[config.mk]
export PLATFORM = sky130hd
export DESIGN_NAME = acs_adc_sequencer
export DESIGN_NICKNAME = d
export VERILOG_FILES = /design/src/acs_pkg.sv /design/src/acs_adc_sequencer.sv /design/src/acs_prescaler.sv
export SDC_FILE = /design/constraint.sdc
export NUM_CORES = 1
export LEC_CHECK = 0
export BUFFER_PORTS_ARGS = -buffer_cell sky130_fd_sc_hd__buf_2
export CORE_UTILIZATION = 45
export CTS_CLUSTER_DIAMETER = 80
export DETAILED_ROUTE_END_ITERATION = 16
export GPL_ROUTABILITY_DRIVEN = 0
export HOLD_SLACK_MARGIN = 0.05
export PLACE_DENSITY = 0.65
export SYNTH_ARGS = -nofsm -noshare
export SYNTH_HDL_FRONTEND = slang
export SYNTH_SLANG_ARGS = --single-unit
[constraint.sdc]
create_clock -name i_clk -period 8.1 [get_ports i_clk]
set_input_delay 0.405 -clock i_clk [delete_from_list [all_inputs] [get_ports i_clk]]
set_output_delay 0.405 -clock i_clk [all_outputs]
set_load 0.005 [all_outputs]
[src/acs_pkg.sv]
package acs_pkg;

  // ----------------------------------------------------------------
  // register byte offsets
  // ----------------------------------------------------------------
  localparam logic [4:0] ADDR_CTRL_A = 5'h00;
  localparam logic [4:0] ADDR_CTRL_B = 5'h04;
  localparam logic [4:0] ADDR_INSEL = 5'h08;
  localparam logic [4:0] ADDR_RES_LO = 5'h0C;
  localparam logic [4:0] ADDR_RES_HI = 5'h10;
  localparam logic [4:0] ADDR_STATUS = 5'h14;

  // ----------------------------------------------------------------
  // field positions
  // ----------------------------------------------------------------
  localparam int CA_EN = 0;
  localparam int CA_START = 1;
  localparam int CA_AUTO = 2;
  localparam int CA_DONE = 3;
  localparam int CA_PS_LSB = 4;
  localparam int CB_TS_LSB = 0;
  localparam int CB_DIFF = 3;
  localparam int ST_BUSY = 0;
  localparam int ST_LOCK = 1;
  localparam int ST_SYNC = 2;
  localparam int ST_SEL_LSB = 8;

  // ----------------------------------------------------------------
  // reset values and encodings
  // ----------------------------------------------------------------
  localparam logic [2:0] PS_RST = 3'h0;
  localparam logic [2:0] TS_RST = 3'h0;
  localparam logic [7:0] INSEL_RST = 8'h00;
  localparam logic [2:0] TS_DONE = 3'h7;

  // ----------------------------------------------------------------
  // timing, in converter clock cycles and half cycles
  // ----------------------------------------------------------------
  localparam int NORMAL_CYC = 13;
  localparam int FIRST_CYC = 25;
  localparam int DIFF_EXTRA_CYC = 1;
  localparam int AUTO_SH_CYC = 2;
  localparam logic [5:0] NORMAL_HALF = 6'(2 * NORMAL_CYC);
  localparam logic [5:0] FIRST_HALF = 6'(2 * FIRST_CYC);
  localparam logic [5:0] DIFF_EXTRA_HALF = 6'(2 * DIFF_EXTRA_CYC);
  localparam logic [5:0] AUTO_HALF = 6'h1B;
  localparam logic [5:0] SH_NORMAL_HALF = 6'h03;
  localparam logic [5:0] SH_FIRST_HALF = 6'h1B;
  localparam logic [5:0] AUTO_SH_HALF = 6'(2 * AUTO_SH_CYC);

  // ----------------------------------------------------------------
  // sequencer states
  // ----------------------------------------------------------------
  typedef enum logic [1:0] {
    ST_IDLE = 2'b01,
    ST_CONV = 2'b10
  } acs_state_t;

endpackage : acs_pkg

[src/acs_adc_sequencer.sv]
// Operation
// - start flag launches one conversion, self-clears
// - channel change waits for last cycle of running conversion
// - selected trigger edge resets prescaler, starts
// - edges during conversion and held levels ignored
// - source flag must clear before retriggering
// - done-flag source runs free after first start
// - start flag works and reads busy under auto
// - prescaler runs only while converter enabled
// - software start waits for next converter rise
// - conversion 13 cycles, first one 25
// - sample-hold at 1.5, first at 13.5
// - completion stores result, sets done, clears start
// - auto: sample-hold at 2, length 13.5
// - free running keeps start flag high
// - differential start with sync high takes 14
// - free-running differential restarts take 14
// - low-byte read locks result until high read
// - selection tracks until start, resumes last cycle
`timescale 1ns/1ps
`default_nettype none
module acs_adc_sequencer (
  // clock and reset
  input wire logic i_clk,
  input wire logic i_sys_rst,
  // avalon-mm slave
  input wire logic [4:0] i_avs_address,
  input wire logic i_avs_read,
  input wire logic i_avs_write,
  input wire logic [31:0] i_avs_writedata,
  input wire logic [3:0] i_avs_byteenable,
  output logic [31:0] o_avs_readdata,
  output logic o_avs_waitrequest,
  // trigger source flags
  input wire logic [6:0] i_trig_src,
  // analog core
  input wire logic [9:0] i_core_result,
  output logic o_core_enable,
  output logic o_conv_active,
  output logic o_sample_hold,
  output logic [7:0] o_core_sel,
  output logic o_half_rate_sync_clock
);

  acs_pkg::acs_state_t state_r, state_nxt;
  logic en_r, auto_r, diff_r, done_r, start_pend_r, lock_r, first_r;
  logic ack_r, sh_r, trig_d_r;
  logic [2:0] ps_r, ts_r;
  logic [7:0] insel_r, active_sel_r;
  logic [9:0] result_r;
  logic [5:0] hc_r, hc_nxt, end_r, sh_at_r, end_nxt, sh_nxt;
  logic [6:0] trig_s1_r, trig_s2_r;
  logic [31:0] rdata_r;
  logic p_rise, p_fall, p_sync;

  function automatic logic [5:0] conv_end(input logic first, input logic ext);
    conv_end = (first ? acs_pkg::FIRST_HALF : acs_pkg::NORMAL_HALF)
             + (ext ? acs_pkg::DIFF_EXTRA_HALF : 6'h00);
  endfunction : conv_end

  function automatic logic [5:0] conv_sh(input logic first, input logic ext);
    conv_sh = (first ? acs_pkg::SH_FIRST_HALF : acs_pkg::SH_NORMAL_HALF)
            + (ext ? acs_pkg::DIFF_EXTRA_HALF : 6'h00);
  endfunction : conv_sh

  // ----------------------------------------------------------------
  // bus decode
  // ----------------------------------------------------------------
  wire req = i_avs_read | i_avs_write;
  wire wr_en = i_avs_write & ack_r & i_avs_byteenable[0];
  wire rd_en = i_avs_read & ack_r;
  wire wr_a = wr_en & (i_avs_address == acs_pkg::ADDR_CTRL_A);
  wire wr_b = wr_en & (i_avs_address == acs_pkg::ADDR_CTRL_B);
  wire wr_s = wr_en & (i_avs_address == acs_pkg::ADDR_INSEL);
  wire rd_lo = rd_en & (i_avs_address == acs_pkg::ADDR_RES_LO);
  wire rd_hi = rd_en & (i_avs_address == acs_pkg::ADDR_RES_HI);
  wire sw_start = wr_a & i_avs_writedata[acs_pkg::CA_START]
                & i_avs_writedata[acs_pkg::CA_EN];
  wire done_clr = wr_a & i_avs_writedata[acs_pkg::CA_DONE];
  wire en_off = wr_a & ~i_avs_writedata[acs_pkg::CA_EN];

  // ----------------------------------------------------------------
  // sequencing terms
  // ----------------------------------------------------------------
  wire idle = (state_r == acs_pkg::ST_IDLE);
  wire conv = (state_r == acs_pkg::ST_CONV);
  wire step = p_rise | p_fall;
  wire [7:0] trig_vec = {done_r, trig_s2_r};
  wire trig_lvl = trig_vec[ts_r];
  wire trig_edge = trig_lvl & ~trig_d_r;
  wire auto_go = en_r & auto_r & trig_edge & idle;
  wire sw_go = en_r & start_pend_r & p_rise & idle & ~auto_go;
  wire finish = conv & step & (hc_r + 6'h01 == end_r);
  wire free_run = auto_r & (ts_r == acs_pkg::TS_DONE);
  wire restart = finish & free_run & en_r;
  wire ext = diff_r & p_sync;
  wire track = idle | (hc_r + 6'h02 >= end_r);
  wire start_flag = start_pend_r | conv;
  wire [31:0] rd_mux =
      (i_avs_address == acs_pkg::ADDR_CTRL_A) ?
        {25'h0000000, ps_r, done_r, auto_r, start_flag, en_r} :
      (i_avs_address == acs_pkg::ADDR_CTRL_B) ? {28'h0000000, diff_r, ts_r} :
      (i_avs_address == acs_pkg::ADDR_INSEL) ? {24'h000000, insel_r} :
      (i_avs_address == acs_pkg::ADDR_RES_LO) ? {24'h000000, result_r[7:0]} :
      (i_avs_address == acs_pkg::ADDR_RES_HI) ? {30'h00000000, result_r[9:8]} :
      (i_avs_address == acs_pkg::ADDR_STATUS) ?
        {16'h0000, active_sel_r, 5'h00, p_sync, lock_r, conv} :
      32'h00000000;

  assign o_avs_waitrequest = req & ~ack_r;
  assign o_avs_readdata = rdata_r;
  assign o_core_enable = en_r;
  assign o_conv_active = conv;
  assign o_sample_hold = sh_r;
  assign o_core_sel = active_sel_r;
  assign o_half_rate_sync_clock = p_sync;

  // ----------------------------------------------------------------
  // prescaler
  // ----------------------------------------------------------------
  acs_prescaler u_presc (
    .i_clk(i_clk),
    .i_sys_rst(i_sys_rst),
    .i_run(en_r),
    .i_clr(auto_go),
    .i_ps(ps_r),
    .o_rise(p_rise),
    .o_fall(p_fall),
    .o_sync(p_sync)
  );

  // ----------------------------------------------------------------
  // next state
  // ----------------------------------------------------------------
  always_comb begin
    state_nxt = state_r;
    hc_nxt = hc_r;
    end_nxt = end_r;
    sh_nxt = sh_at_r;
    case (state_r)
      acs_pkg::ST_IDLE: begin
        if (auto_go) begin
          state_nxt = acs_pkg::ST_CONV;
          hc_nxt = 6'h00;
          end_nxt = acs_pkg::AUTO_HALF;
          sh_nxt = acs_pkg::AUTO_SH_HALF;
        end else if (sw_go) begin
          state_nxt = acs_pkg::ST_CONV;
          hc_nxt = 6'h00;
          end_nxt = conv_end(first_r, ext);
          sh_nxt = conv_sh(first_r, ext);
        end
      end
      acs_pkg::ST_CONV: begin
        if (restart) begin
          hc_nxt = 6'h00;
          end_nxt = conv_end(1'b0, ext);
          sh_nxt = conv_sh(1'b0, ext);
        end else if (finish) begin
          state_nxt = acs_pkg::ST_IDLE;
        end else if (step) begin
          hc_nxt = hc_r + 6'h01;
        end
      end
      default: begin
        state_nxt = acs_pkg::ST_IDLE;
      end
    endcase
    if (!en_r) begin
      state_nxt = acs_pkg::ST_IDLE;
    end
  end

  // ----------------------------------------------------------------
  // bus handshake and control registers
  // ----------------------------------------------------------------
  always_ff @(posedge i_clk or posedge i_sys_rst) begin
    if (i_sys_rst) begin
      ack_r <= 1'b0;
      rdata_r <= 32'h00000000;
      en_r <= 1'b0;
      auto_r <= 1'b0;
      ps_r <= acs_pkg::PS_RST;
      ts_r <= acs_pkg::TS_RST;
      diff_r <= 1'b0;
      insel_r <= acs_pkg::INSEL_RST;
    end else begin
      ack_r <= req & ~ack_r;
      rdata_r <= (i_avs_read & ~ack_r) ? rd_mux : rdata_r;
      if (wr_a) begin
        en_r <= i_avs_writedata[acs_pkg::CA_EN];
        auto_r <= i_avs_writedata[acs_pkg::CA_AUTO];
        ps_r <= i_avs_writedata[acs_pkg::CA_PS_LSB +: 3];
      end
      if (wr_b) begin
        ts_r <= i_avs_writedata[acs_pkg::CB_TS_LSB +: 3];
        diff_r <= i_avs_writedata[acs_pkg::CB_DIFF];
      end
      if (wr_s) begin
        insel_r <= i_avs_writedata[7:0];
      end
    end
  end

  // ----------------------------------------------------------------
  // conversion sequencer
  // ----------------------------------------------------------------
  always_ff @(posedge i_clk or posedge i_sys_rst) begin
    if (i_sys_rst) begin
      state_r <= acs_pkg::ST_IDLE;
      hc_r <= 6'h00;
      end_r <= acs_pkg::NORMAL_HALF;
      sh_at_r <= acs_pkg::SH_NORMAL_HALF;
      sh_r <= 1'b0;
      first_r <= 1'b1;
      start_pend_r <= 1'b0;
      active_sel_r <= acs_pkg::INSEL_RST;
    end else begin
      state_r <= state_nxt;
      hc_r <= hc_nxt;
      end_r <= end_nxt;
      sh_at_r <= sh_nxt;
      sh_r <= conv & step & (hc_r + 6'h01 == sh_at_r);
      first_r <= ~en_r | (first_r & ~finish);
      start_pend_r <= sw_start | (en_r & start_pend_r & ~sw_go & ~en_off);
      active_sel_r <= track ? insel_r : active_sel_r;
    end
  end

  // ----------------------------------------------------------------
  // result, lock, done flag and trigger sampling
  // ----------------------------------------------------------------
  always_ff @(posedge i_clk or posedge i_sys_rst) begin
    if (i_sys_rst) begin
      result_r <= 10'h000;
      lock_r <= 1'b0;
      done_r <= 1'b0;
      trig_s1_r <= 7'h00;
      trig_s2_r <= 7'h00;
      trig_d_r <= 1'b0;
    end else begin
      if (finish & ~lock_r) begin
        result_r <= i_core_result;
      end
      lock_r <= rd_lo | (lock_r & ~rd_hi);
      done_r <= finish | (done_r & ~done_clr);
      trig_s1_r <= i_trig_src;
      trig_s2_r <= trig_s1_r;
      trig_d_r <= trig_lvl;
    end
  end

  // ----------------------------------------------------------------
  // checks
  // ----------------------------------------------------------------
  a_done_sets_flag: assert property (@(posedge i_clk) disable iff (i_sys_rst)
    finish |=> done_r)
    else $error("done flag not set at completion");

  a_single_clears_start: assert property (@(posedge i_clk) disable iff (i_sys_rst)
    (finish && !free_run && !start_pend_r && !sw_start) |=> (idle && !start_flag))
    else $error("start flag still high after single conversion");

  a_free_run_restart: assert property (@(posedge i_clk) disable iff (i_sys_rst)
    (finish && free_run && en_r) |=> (conv && hc_r == 6'h00 && start_flag))
    else $error("free running did not restart");

  a_trigger_starts: assert property (@(posedge i_clk) disable iff (i_sys_rst)
    auto_go |=> (conv && hc_r == 6'h00 && end_r == acs_pkg::AUTO_HALF))
    else $error("trigger edge did not start conversion");

  a_edge_ignored_busy: assert property (@(posedge i_clk) disable iff (i_sys_rst)
    (conv && trig_edge && !finish && en_r) |=> (conv && hc_r == $past(hc_r) + 6'($past(step))))
    else $error("trigger edge restarted a running conversion");

  a_presc_held_off: assert property (@(posedge i_clk) disable iff (i_sys_rst)
    (!en_r) |-> (!p_rise && !p_fall))
    else $error("prescaler ran while disabled");

  a_disable_aborts: assert property (@(posedge i_clk) disable iff (i_sys_rst)
    (!en_r) |=> idle)
    else $error("conversion kept running while disabled");

  a_done_clears: assert property (@(posedge i_clk) disable iff (i_sys_rst)
    (done_clr && !finish) |=> !done_r)
    else $error("done flag not cleared by write");

  a_sw_start_on_rise: assert property (@(posedge i_clk) disable iff (i_sys_rst)
    (idle && $rose(conv) == 1'b0 && start_pend_r && en_r && !p_rise && !auto_go) |=> idle)
    else $error("software start did not wait for converter rise");

  a_result_locked: assert property (@(posedge i_clk) disable iff (i_sys_rst)
    (lock_r && !rd_hi) |=> $stable(result_r))
    else $error("result changed while locked");

  a_sel_frozen: assert property (@(posedge i_clk) disable iff (i_sys_rst)
    (conv && $past(conv) && hc_r + 6'h02 < end_r && $past(hc_r) + 6'h02 < $past(end_r))
      |-> $stable(active_sel_r))
    else $error("selection changed mid conversion");

endmodule : acs_adc_sequencer
`default_nettype wire

[src/acs_prescaler.sv]
`timescale 1ns/1ps
`default_nettype none
module acs_prescaler (
  // clock and reset
  input wire logic i_clk,
  input wire logic i_sys_rst,
  // control
  input wire logic i_run,
  input wire logic i_clr,
  input wire logic [2:0] i_ps,
  // converter clock events
  output logic o_rise,
  output logic o_fall,
  output logic o_sync
);

  logic [6:0] cnt_r;
  logic sync_r;
  wire [7:0] div = (i_ps == 3'h0) ? 8'h02 : (8'h01 << i_ps);
  wire [6:0] top = 7'(div - 8'h01);
  wire [6:0] mid = 7'((div >> 1) - 8'h01);
  wire hold = ~i_run | i_clr;

  assign o_rise = ~hold & (cnt_r == top);
  assign o_fall = ~hold & (cnt_r == mid);
  assign o_sync = sync_r;

  // ----------------------------------------------------------------
  // divider, held at zero while stopped or cleared
  // ----------------------------------------------------------------
  always_ff @(posedge i_clk or posedge i_sys_rst) begin
    if (i_sys_rst) begin
      cnt_r <= 7'h00;
      sync_r <= 1'b0;
    end else begin
      cnt_r <= (hold | o_rise) ? 7'h00 : cnt_r + 7'h01;
      sync_r <= ~i_run ? 1'b0 : (o_rise ? ~sync_r : sync_r);
    end
  end

endmodule : acs_prescaler
`default_nettype wire

==> metrics.cfg <==
[outcome]
outcome = complete, no violations

[floorplan]
coreArea_um2 = 10510
die_h_um = 106.8
io_pins = 107
initial_core_util = 0.4705
die_area_um2 = 11410
die_x_um = 106.8
fp-row-count = 37

[drt]
vias = 3493
routedWlPerCell_um = 16.00
drt-total-wl_um = 10480
drt_pass1_iterations = 4
drc = 0
viasPerCell = 5.333
ant_nets = 0
first_iter_violations = 112

[final_layout]
multiInputGateArea_um2 = 2316
nNetsFinal = 587
regArea_um2 = 2410
layout-drive-gt1-share = 0.2717
n_fill_cell = 961
finalNonFillerCells = 655
antenna_cells = 0
syn_to_final_growth_pct = 11.16

[sta]
slew_headroom = 0.1921
grt_setup_unrepaired = false
period_minus_slack_ns = 3.450
worst_pin_slew_ns = 1.203
setup_viol_count_final = 0
final_hold_viol_count = 0
finalCritPeriodShare = 0.4259
fmaxAchievable_mhz = 289.9
slew_viol_final = 0
fin_worst_skew_ns = 0.01594
finalSetupTns_ns = 0

[logic_synthesis]
ys_seq_area_frac = 0.4873
dominantRegCellSynth = dfrtp_1
synth_edf_count = 0
synth.cell_area_um2 = 4945
synthArstFlopShare = 1.000
yosys_warnings = 0
synthCells = 454
syn-mean-instance-area_um2 = 10.89
ys_seq_elements = 96
ys_types = 73

[worst_hold_path]
hp-class = input port to register
min_path_cells = 1

[placement]
dp_hpwl_um = 7894
io_buffers = 63
placed_cells = 638

[cts]
clk_latency_ns = 0.37
post_cts_buffers = 0
clk_pin_slew_ns = 0.10
hold_buffers = 1
cts_resized = 0
cts_max_path_buffers = 2
htreeDepth = 3
cts_made_buffers = 9
cts_root_buffer = clkbuf_8
cts_sinks = 96
tritoncts = built

[power]
cellPowerDensity_nw_per_um2 = 218.5
max-vdd-ir-drop_v = 0.0001084
power.leakage_nw = 2.605
p_total_mw = 1.201

[setup_path]
worst_ep_arrival_time_ns = 3.70
crit_cells = 11
crit_slowest_cell = dfrtp_1
path_max_fanout = 15
crit_type = register to register
r2r_slack_ns = 4.65
path_cells = inv_1 > nand3_1 > ha_1 > xor2_1 > o21ai_0 > a311o_1 > nor4_4 > o2111a_2 > o21ai_4 > or2_4 > o22a_1
cpLargestDelayFamily = compound AO/OA/AOI/OAI gates
critPathLaunchType = register
worstSetupEndpointType = register
worst_path_largest_cell_delay_ns = 0.64
worst-path-buf-inv = 1
cp.required_ns = 8.35
ff2ff_path_depth = 11

[global_route]
grt_pass1_vias = 3455
grt_usage = 0.1980
grt_pass1_wl_um = 17620
grt_max_degree = 72
grt_overflow_total = 0
grt_antenna_before_repair = 0

[flow_run]
cap_viol_max_count = 0

==> per-layer routing <==
metal,wire length [um],part of all wire,GRT usage,up-vias
li1,-,-,-,1685
met1,4868,0.46,0.2814,1723
met2,5123,0.49,0.3147,76
met3,418,0.040,0.03769,9
met4,73,0.0070,0.04403,0
met5,0,0,0,-
==> final timing paths <==
check	from	end
worst max-delay path	ps_r[2]	sh_at_r[2]
worst min-delay path	i_trig_src[1]	trig_s1_r[1]
min in group asynchronous	i_sys_rst	u_presc.cnt_r[0]
max in group asynchronous	i_sys_rst	ps_r[0]
worst max register to register	ps_r[2]	sh_at_r[2]
worst min register to register	trig_s1_r[5]	trig_s2_r[5]
==> layout make-up <==
cell class / count / share of cell area
timing repair buffer: 66 / 0.06192
clock inverter: 7 / 0.01093
multi-input combinational: 321 / 0.4214
sequential: 96 / 0.4384
tap: 136 / 0.03096
clock buffer: 9 / 0.02254
inverter: 20 / 0.01389
==> synth_stat cells, drive strengths merged (2+ instances only) <==
master,count,area share
buf,24,0.034
a21o,4,0.0061
o211ai,2,0.0058
mux2i,11,0.022
o22a,3,0.0053
nand3b,3,0.0046
or2,3,0.0043
o31ai,3,0.0046
a22o,8,0.014
mux2,35,0.080
and3,3,0.0051
mux4,2,0.011
ha,11,0.028
dfstp,6,0.032
nand4,2,0.0025
or3,2,0.0025
dfrtp,90,0.46
and2,6,0.0076
nand2b,3,0.0038
o21ai,25,0.028
o22ai,5,0.0063
a21oi,17,0.017
nand4b,3,0.0053
inv,19,0.014
xor2,13,0.023
nor3,5,0.0061
xnor2,15,0.027
a2111oi,2,0.0048
nor2,36,0.033
a221oi,3,0.0053
clkbuf,8,0.0061
nand3,15,0.015
nor2b,3,0.0038
nor4,3,0.0068
nor3b,2,0.0030
nand2,40,0.030
a22oi,2,0.0030
==> cells in the final DEF, fill, tap and decap left out, types with 4 or more instances in the layout <==
cell and n:
a21o_1 4, a21oi_1 17, a22o_1 8, and2_1 6
buf_2 63, clkbuf_8 9, conb_1 16, dfrtp_1 90
dfstp_2 6, ha_1 11, inv_1 17, mux2_2 34
mux2i_1 11, nand2_1 40, nand3_1 15, nor2_1 33
nor3_1 4, o21ai_0 18, o21ai_1 5, o22ai_1 5
xnor2_1 15, xor2_1 13
==> report_power, final <==
| part | internal, mW | total, mW | switching (mW) |
|---|---|---|---|
| clock network | 0.118 | 0.300 | 0.182 |
| registers | 0.542 | 0.607 | 0.0652 |
| logic | 0.138 | 0.294 | 0.156 |
==> registers in the layout (all words and copies together) (netlist names), 2 cells and up <==
name,flops
trig_s1_r,7
hc_r,6
ps_r,3
o_core_sel,8
o_avs_readdata,16
sh_at_r,4
insel_r,8
end_r,4
state_r,2
result_r,10
trig_s2_r,7
u_presc.cnt_r,7
ts_r,3
==> stage by stage <==
stage          area, um2  utilization  hold slack (ns)  worst slack (ns)
2_1_floorplan       5001            -           0.3312             5.151
3_3_place_gp        5303       0.5046           0.3349             4.833
3_5_place_dp        5303       0.5046           0.3356             4.718
4_1_cts             5497       0.5230           0.1235             4.669
5_1_grt             5497       0.5230           0.1136             4.406
6_report            5497       0.5230           0.1335             4.650
==> kinds of logic after synthesis <==
kind of cell               count (synthesis)  synth area share
xor gates and xnor gates                  28           0.04960
and+or+nand+nor                          135            0.1445
other                                      1         0.0007584
muxes                                     48            0.1134
buffers and inverters                     52           0.05567
DFF                                       96            0.4873
AOI/OAI and AO/OA                         83            0.1210
adders and majority gates                 11           0.02783
(Power assumes the default switching activity.)
